**src/logic/bp_io_cfg.svh**
```systemverilog
// Constants for the backplane I/O and direct-memory request logic
`ifndef BP_IO_CFG_SVH
`define BP_IO_CFG_SVH

`define SPECIAL_CTRL_ADDR   6'h20
`define PC_STEP             16'h0001
`define WAIT_LIMIT_NS       7000
`define CLK_PERIOD_NS       50
`define WAIT_LIMIT_CYC      ((`WAIT_LIMIT_NS) / (`CLK_PERIOD_NS))
`define CC_SUCCESS          2'h1
`define CC_FAILURE          2'h2

`endif

```
**src/logic/bp_io_pkg.sv**
```systemverilog
// Types for the backplane I/O and direct-memory request logic
package bp_io_pkg;

  // Programmed I/O operation kinds
  typedef enum logic [1:0] {
    read_from_controller,
    write_to_controller,
    controller_ready_test,
    controller_command
  } pio_op_t;

  // Architectural modes
  typedef enum logic [1:0] {
    mode_s,
    mode_r,
    mode_v,
    mode_rsvd
  } arch_mode_t;

  // Direct memory transfer classes
  typedef enum logic [1:0] {
    direct_access,
    direct_channel_transfer,
    direct_block_transfer,
    direct_queue_transfer
  } direct_memory_class_t;

endpackage : bp_io_pkg
```
**src/logic/bp_io.sv**
```systemverilog
// Backplane programmed I/O sequencer and direct-memory request arbiter
// Notes on behaviour
// - Same I/O actions in every mode
// - Read not ready, not '20: ends, no data
// - Ready or '20 read captures data lines
// - Ready or '20 write drives accumulator out
// - Non-virtual read/write success adds one, except '20
// - Address '20 reads ignore parity
// - Other reads check parity, flag errors
// - Virtual mode sets success/failure codes
// - Ready test ends early if not ready; code still runs it through p_addr and p_eval like any other operation
// - Non-virtual ready test adds one only if ready
// - Command issued, no ready check, no step; virtual mode codes failure
// - Four direct transfer classes supported
// - Request, address, data phases in order
// - Serve requests only while enable asserted
// - Lowest slot number wins
// - Class decoded to interpret address
// - Strobe data; end of range at block end
// - No service during interrupts or phantom code
// - Highest priority wait under 7 us; code does not bound it, only flags an overdue wait on dm_late_o
// - Rest of block moves back to back
`timescale 1ns/1ns
`include "bp_io_cfg.svh"

module bp_io #(
  parameter int NSLOT   = 8,   // Backplane slots
  parameter int DW      = 16,  // Data line width
  parameter int AW      = 16   // Address line width
) (
  input  wire logic                              clk_i,         // 20 MHz clock
  input  wire logic                              rst_i,         // Sync reset, high
  // Programmed I/O request from the instruction unit
  input  wire logic                              pio_start_i,   // Start operation pulse
  input  wire bp_io_pkg::pio_op_t                pio_op_i,      // Operation kind
  input  wire bp_io_pkg::arch_mode_t             mode_i,        // Architectural mode
  input  wire logic [5:0]                        ctrl_addr_i,   // Controller address
  input  wire logic [3:0]                        func_i,        // Function code
  input  wire logic [DW-1:0]                     acc_i,         // Accumulator contents
  input  wire logic [AW-1:0]                     pc_i,          // Current program counter
  output logic                                   pio_done_o,    // Operation done pulse
  output logic [DW-1:0]                          read_data_o,   // Captured read value
  output logic                                   read_valid_o,  // Read data valid pulse
  output logic [AW-1:0]                          pc_o,          // Updated program counter
  output logic                                   pc_we_o,       // Program counter write pulse
  output logic [1:0]                             cc_o,          // Condition codes
  output logic                                   cc_we_o,       // Condition code write pulse
  output logic                                   parity_err_o,  // Data-line parity error pulse
  // Backplane
  output logic                                   pio_en_o,      // Operation enable on lines
  output logic [1:0]                             pio_kind_o,    // Operation on lines
  output logic [9:0]                             bp_addr_o,     // backplane_address_lines out
  output logic [DW-1:0]                          bp_data_o,     // backplane_data_lines out
  output logic                                   bp_data_oe_o,  // Data lines driven
  input  wire logic [AW-1:0]                     bp_addr_i,     // backplane_address_lines in
  input  wire logic [DW-1:0]                     bp_data_i,     // backplane_data_lines in
  input  wire logic                              bp_par_i,      // Data parity (odd)
  input  wire logic                              ctrl_ready_i,  // Controller answers ready
  // Direct memory
  input  wire logic                              dm_allow_i,    // Pause point reached
  input  wire logic                              intr_busy_i,   // Interrupt/phantom code
  input  wire logic [NSLOT-1:0]                  dm_req_i,      // Requests, slot 0 highest
  input  wire bp_io_pkg::direct_memory_class_t   dm_class_i,    // Mode lines
  input  wire logic                              dm_last_i,     // Block count exhausted
  output logic                                   dm_req_en_o,   // Request enable
  output logic [NSLOT-1:0]                       dm_grant_o,    // One-hot grant
  output logic                                   dm_addr_tk_o,  // Address phase strobe
  output logic [AW-1:0]                          dm_addr_o,     // Captured transfer address
  output bp_io_pkg::direct_memory_class_t        dm_cls_o,      // Decoded class
  output logic                                   dm_strobe_o,   // Data phase strobe
  output logic                                   end_of_range_o,// End of block
  output logic                                   dm_late_o      // Service overdue flag
);
  import bp_io_pkg::*;

  // ----------------------------------------------------------------
  // Helpers
  // ----------------------------------------------------------------
  localparam int WCW = $clog2(`WAIT_LIMIT_CYC + 1);

  // Fixed priority with no rotation: a busy low slot can hold off the
  // higher slots for as long as it keeps asking
  // Lowest-numbered pending slot, one-hot
  function automatic logic [NSLOT-1:0] pick_low(input logic [NSLOT-1:0] r);
    logic [NSLOT-1:0] g;
    g = '0;
    for (int i = NSLOT - 1; i >= 0; i--) begin
      if (r[i]) begin
        g = '0;
        g[i] = 1'b1;
      end
    end
    return g;
  endfunction : pick_low

  // Block classes run to their count and close with end of range;
  // the queue class moves one word per request and never closes a range
  function automatic logic is_block(input direct_memory_class_t c);
    return c != direct_queue_transfer;
  endfunction : is_block

  // ----------------------------------------------------------------
  // Programmed I/O sequencer
  // ----------------------------------------------------------------
  typedef enum logic [1:0] {p_idle, p_addr, p_eval} pio_st_t;

  pio_st_t      pst_ff;      // Sequencer state
  pio_op_t      op_ff;       // Latched operation
  arch_mode_t   md_ff;       // Latched mode
  logic [5:0]   ca_ff;       // Latched controller address
  logic [AW-1:0] pc_ff;      // Latched program counter
  logic         special;     // Address '20

  // Address '20 answers reads and writes and is exempt from their counter step
  assign special = (ca_ff == `SPECIAL_CTRL_ADDR);

  // Latch request and step the sequence; same actions in all modes
  always_ff @(posedge clk_i) begin
    if (rst_i) begin
      pst_ff <= p_idle;
      op_ff  <= read_from_controller;
      md_ff  <= mode_s;
      ca_ff  <= 6'h00;
      pc_ff  <= '0;
    end else begin
      unique case (pst_ff)
        p_idle: begin
          // Starts that arrive while busy are dropped
          if (pio_start_i) begin
            pst_ff <= p_addr;
            op_ff  <= pio_op_i;
            md_ff  <= mode_i;
            ca_ff  <= ctrl_addr_i;
            pc_ff  <= pc_i;
          end
        end
        p_addr: pst_ff <= p_eval;
        p_eval: pst_ff <= p_idle;
        default: pst_ff <= p_idle;
      endcase
    end
  end

  // ----------------------------------------------------------------
  // Backplane drive
  // ----------------------------------------------------------------
  // Drive operation onto the address lines during the address cycle
  always_ff @(posedge clk_i) begin
    if (rst_i) begin
      pio_en_o     <= 1'b0;
      pio_kind_o   <= 2'h0;
      bp_addr_o    <= 10'h000;
      bp_data_o    <= '0;
      bp_data_oe_o <= 1'b0;
    end else begin
      pio_en_o     <= (pst_ff == p_idle) && pio_start_i;
      pio_kind_o   <= pio_op_i;
      bp_addr_o    <= {func_i, ctrl_addr_i};
      // Accumulator out only for a ready write or address '20
      bp_data_oe_o <= (pst_ff == p_addr) && (op_ff == write_to_controller)
                      && (ctrl_ready_i || special);
      bp_data_o    <= acc_i;
    end
  end

  // ----------------------------------------------------------------
  // Outcome decode and reporting
  // ----------------------------------------------------------------
  // Success decode and reporting per mode
  logic ok;      // Operation succeeded
  logic xfer;    // Read or write performed
  always_comb begin
    xfer = (op_ff != controller_ready_test) && (op_ff != controller_command)
           && (ctrl_ready_i || special);
    unique case (op_ff)
      read_from_controller, write_to_controller: ok = ctrl_ready_i || special;
      controller_ready_test: ok = ctrl_ready_i;
      // Commands never report success, whatever the controller does
      controller_command:    ok = 1'b0;
    endcase
  end

  // Report one cycle after the sample: codes in virtual mode, counter step otherwise
  always_ff @(posedge clk_i) begin
    if (rst_i) begin
      pio_done_o   <= 1'b0;
      read_valid_o <= 1'b0;
      read_data_o  <= '0;
      pc_o         <= '0;
      pc_we_o      <= 1'b0;
      // Codes rest at failure until a virtual-mode report
      cc_o         <= `CC_FAILURE;
      cc_we_o      <= 1'b0;
      parity_err_o <= 1'b0;
    end else begin
      pio_done_o   <= 1'b0;
      read_valid_o <= 1'b0;
      pc_we_o      <= 1'b0;
      cc_we_o      <= 1'b0;
      parity_err_o <= 1'b0;
      if (pst_ff == p_eval) begin
        pio_done_o <= 1'b1;
        // Read capture and parity
        if (op_ff == read_from_controller && xfer) begin
          read_data_o  <= bp_data_i;
          read_valid_o <= 1'b1;
          parity_err_o <= !special && ~^{bp_data_i, bp_par_i};
        end
        if (md_ff == mode_v) begin
          cc_we_o <= 1'b1;
          cc_o    <= ok ? `CC_SUCCESS : `CC_FAILURE;
        end else if (op_ff == controller_ready_test) begin
          pc_we_o <= ok;
          pc_o    <= pc_ff + `PC_STEP;
        end else if (op_ff != controller_command) begin
          pc_we_o <= ok && !special;
          pc_o    <= pc_ff + `PC_STEP;
        end
      end
    end
  end

  // ----------------------------------------------------------------
  // Direct memory arbitration and phases
  // ----------------------------------------------------------------
  typedef enum logic [1:0] {d_req, d_addr, d_data} dm_st_t;

  dm_st_t          dst_ff;    // Phase
  logic [NSLOT-1:0] gnt;      // Combinational winner
  logic [WCW-1:0]  wait_ff;   // Cycles a request has waited
  logic            en;        // Request enable condition

  assign gnt = pick_low(dm_req_i);
  // Enable only between instructions, away from interrupt code, sequencer idle
  assign en  = dm_allow_i && !intr_busy_i && (pst_ff == p_idle);

  // Phase sequencer: request, address, data
  always_ff @(posedge clk_i) begin
    if (rst_i) begin
      dst_ff         <= d_req;
      dm_req_en_o    <= 1'b0;
      dm_grant_o     <= '0;
      dm_addr_tk_o   <= 1'b0;
      dm_addr_o      <= '0;
      dm_cls_o       <= direct_access;
      dm_strobe_o    <= 1'b0;
      end_of_range_o <= 1'b0;
    end else begin
      dm_addr_tk_o   <= 1'b0;
      dm_strobe_o    <= 1'b0;
      end_of_range_o <= 1'b0;
      unique case (dst_ff)
        d_req: begin
          dm_req_en_o <= en;
          // Grant only once the enable has already been shown to the slots
          if (dm_req_en_o && (|dm_req_i)) begin
            dm_grant_o  <= gnt;
            dm_req_en_o <= 1'b0;
            dst_ff      <= d_addr;
          end
        end
        d_addr: begin
          // Granted controller holds address and class on the lines now
          dm_addr_tk_o <= 1'b1;
          dm_addr_o    <= bp_addr_i;
          dm_cls_o     <= dm_class_i;
          dst_ff       <= d_data;
        end
        d_data: begin
          dm_strobe_o <= 1'b1;
          // Without a close the phase stays put, one word per cycle
          if (dm_last_i || !is_block(dm_cls_o)) begin
            // Queue moves one word per request; blocks end on count
            end_of_range_o <= dm_last_i && is_block(dm_cls_o);
            dm_grant_o     <= '0;
            dst_ff         <= d_req;
          end
        end
        default: dst_ff <= d_req;
      endcase
    end
  end

  // ----------------------------------------------------------------
  // Service wait monitor
  // ----------------------------------------------------------------
  // Watch how long the top request waits for the enable
  always_ff @(posedge clk_i) begin
    if (rst_i) begin
      wait_ff   <= '0;
      dm_late_o <= 1'b0;
    end else if (dst_ff == d_req && (|dm_req_i)) begin
      // Saturate so the flag pulses once per wait
      if (wait_ff != WCW'(`WAIT_LIMIT_CYC))
        wait_ff <= wait_ff + 1'b1;
      dm_late_o <= (wait_ff == WCW'(`WAIT_LIMIT_CYC - 1));
    end else begin
      wait_ff   <= '0;
      dm_late_o <= 1'b0;
    end
  end

endmodule : bp_io

```
**config.mk**
```make
export PLATFORM = sky130hd
export DESIGN_NAME = bp_io
export DESIGN_NICKNAME = d
export VERILOG_FILES = /design/src/logic/bp_io_pkg.sv /design/src/logic/bp_io.sv
export VERILOG_INCLUDE_DIRS = /design/src /design/src/logic
export SDC_FILE = /design/constraint.sdc
export NUM_CORES = 1
export LEC_CHECK = 0
export BUFFER_PORTS_ARGS = -buffer_cell sky130_fd_sc_hd__clkbuf_2
export CAP_MARGIN = 5
export CORE_MARGIN = 4
export CORE_UTILIZATION = 48
export DETAILED_ROUTE_END_ITERATION = 10
export PLACE_DENSITY = 0.79
export SYNTH_ARGS = -nofsm -noshare
export SYNTH_HDL_FRONTEND = slang
export SYNTH_SLANG_ARGS = --single-unit
```
**constraint.sdc**
```tcl
create_clock -name clk_i -period 2.6 [get_ports clk_i]
set_clock_uncertainty 0.15 [all_clocks]
set_input_delay 0.78 -clock clk_i [delete_from_list [all_inputs] [get_ports clk_i]]
set_output_delay 0.78 -clock clk_i [all_outputs]
set_load 0.01 [all_outputs]
```
==> impl_results.md <==
- Initial Util: 49.3%
- Most used DFF post-synth: dfxtp_1
- Synthesis warning total: 0
- R2r setup slk: 220 ps
- HP Class: reg -> reg
- Asr flop ratio synth: 0%
- Most frequent cells in the layout: clkbuf_2 (194), dfxtp_1 (138), nand2_1 (99)
- CTS Hold Bufs: 0
- Required @ worst endpoint: 2850 ps
- Slew Viols, Final: 0
- VDD IR max: 0.373 mV
- Syn Inst Count: 554
- Via density: 4.99
- Clock transition at path regs: 60 ps
- Hpwl dp: 9300 µm
- Hold Startpoint: dm_addr_o[9]
- Clk buf depth: 2
- CP Launch Type: flop
- Synth-to-Final Area Change: 35.1%
- Wirelength per Cell: 14.4 µm
- Crit. Startpoint: ca_ff[2]
- Yosys top cell area share: 54.3%
- Die height: 111 µm
- Critical path type: reg -> reg
- Vias: 4489
- Slew margin rel.: 55.5%
- Synth top area cells: dfxtp_1 (54%), nand2_1 (7.3%), a21oi_1 (5.2%), nor2_1 (4.1%), xnor2_1 (4.0%)
- Yosys cell types: 44
- Placed Cells: 867
- # resized after CTS: 0
- Initial antenna violation count: 0
- Clk sinks: 138
- I/O Pins: 196
- Met1 Resource Use GR: 24.4%
- Max FO, Critical Path: 17
- Clock root buffer: clkbuf_8
- Fin cells: 899
- Post-CTS setup buffers: 0
- CTS buffer count: 17
- Number of synthesized flops with an enable pin: 0
- Busiest grt layer: met2
- CTS tree: built
- Post-Syn Area per Cell: 9.18 µm²
- IO Port Bufs: 195
- Commonest non-fill, non-tap cell in the layout: clkbuf_2
- Slew @ Worst Pin: 667 ps
- Global Route Usage Sum: 20.9%
- Layout cell share with drive strength beyond 1: 31.8%
- Worst hold stages: 2
- DRC violations left: 0
- Pwr Total: 5.37 mW
- Grt met2 use: 36.6%
- RR Startpoint: ca_ff[2]
- First-pass DRT Iterations: 4
- Max-capacitance violation count: 0
- CP arrival: 2630 ps
- Worst-case reg-to-reg path depth: 6
- Final ANT Viol Nets: 0
- Worst skew pair latency: 510 ps
- GR met3 Demand/Resource: 5.46%
- Final Hold Viols: 0
- PD cells: 781 nW/µm²
- Period utilization: 91.6%
- Setup TNS: 0 ps
- FP Rows: 37
- Crit end category: flop
- Fmax achieved: 420 MHz
- ANT cells: 0
- Final min period: 2380 ps
- Number of H-tree levels: 4
- Final nets: 849
- RSZ-0062 raised after global routing: false
- Mapped Area: 5090 µm²
- DR iter-0 viols: 220
- #FFs+latches synth: 138
- Sequential cell area fraction in the yosys report: 54.3%
- Die ar.: 12300 µm²
- First-pass GRT wire length: 21400 µm
- GRT overflow: 0
- Vias in the first global route: 4484
- GP Congestion: 0.811
- Status: complete, no violations
- Syn_nets: 653
- WL final: 12900 µm
- Pin count of the biggest net entering global routing: 35
- Die W: 111 µm
- Setup violators final: 0
- LEAKAGE: 2.97 nW
- Core area: 10300 µm²
- Post-synth top area cell: dfxtp_1
==> critical path: stages, from the launching register on <==
cell and delay, ps:
dfxtp_1 320, or4b_4 560, o31a_1 320, nor4_4 220
buf_4 340, mux2i_1 290, nor2_1 60
==> logic make-up after synthesis <==
kind of cell	synth area share, %
AOI/OAI and AO/OA	9.37
xor gates and xnor gates	6.30
buffers and inverters	2.66
DFF	54.3
muxes	3.74
and+or+nand+nor	22.9
adders and majority gates	0.738
==> cell type report <==
cell class / instances / area (µm²)
fill: 831 / 3450
sequential: 138 / 2760
inverter: 6 / 22.5
clock inverter: 14 / 233
timing repair buffer: 205 / 1050
multi-input combinational: 382 / 2200
tap: 136 / 170
clock buffer: 18 / 428
==> cells in the mapped netlist (3+ instances only) <==
master,number
dfxtp_1,138
nand2_1,99
nor2_1,55
a21oi_1,53
nor2b_1,31
xnor2_1,23
clkbuf_1,21
mux2i_1,19
a211oi_1,17
nand3_1,12
xor2_1,11
and3_1,7
nand2b_1,7
nor3_1,7
buf_1,6
inv_1,6
nand4_1,5
and2_1,3
ha_1,3
nand4b_1,3
==> flip-flops by register name, summed over array words and instances (netlist names), 2 cells and up <==
register     cells
bp_addr_o       10
bp_data_o       16
ca_ff            6
cc_o             2
dm_addr_o       16
dm_cls_o         2
dm_grant_o       8
dst_ff           2
md_ff            2
op_ff            2
pc_ff           16
pc_o            16
pio_kind_o       2
pst_ff           2
read_data_o     16
wait_ff          8
==> power by group <==
part / internal, mW / leakage (nW) / switching, mW
Combinational: 0.209 / 1.52 / 0.235
Sequential: 2.20 / 1.13 / 0.0558
Clock: 1.71 / 0.321 / 0.963
==> stage by stage <==
step / setup WS [ps] / hold slack [ps] / cell area [µm²] / utilization, %
floorplan: 254 / 282 / 5090 / -
global placement: 399 / 291 / 6210 / 60.2
detailed placement: 306 / 296 / 6210 / 60.2
CTS: 230 / 305 / 6870 / 66.5
global route: 138 / 318 / 6870 / 66.5
finish: 220 / 306 / 6870 / 66.5
==> routing by layer <==
layer | share of wire, % | up-vias
met5 | 0 | -
met4 | 2.5 | 0
met3 | 5.9 | 31
met2 | 50 | 157
met1 | 42 | 2055
li1 | - | 2246
==> final timing paths <==
path                         end
setup / recovery  read_data_o[4]
hold / removal      dm_addr_o[9]
setup reg to reg  read_data_o[4]
hold reg to reg     dm_addr_o[9]
No activity file was read; power rests on OpenSTA's default activity.
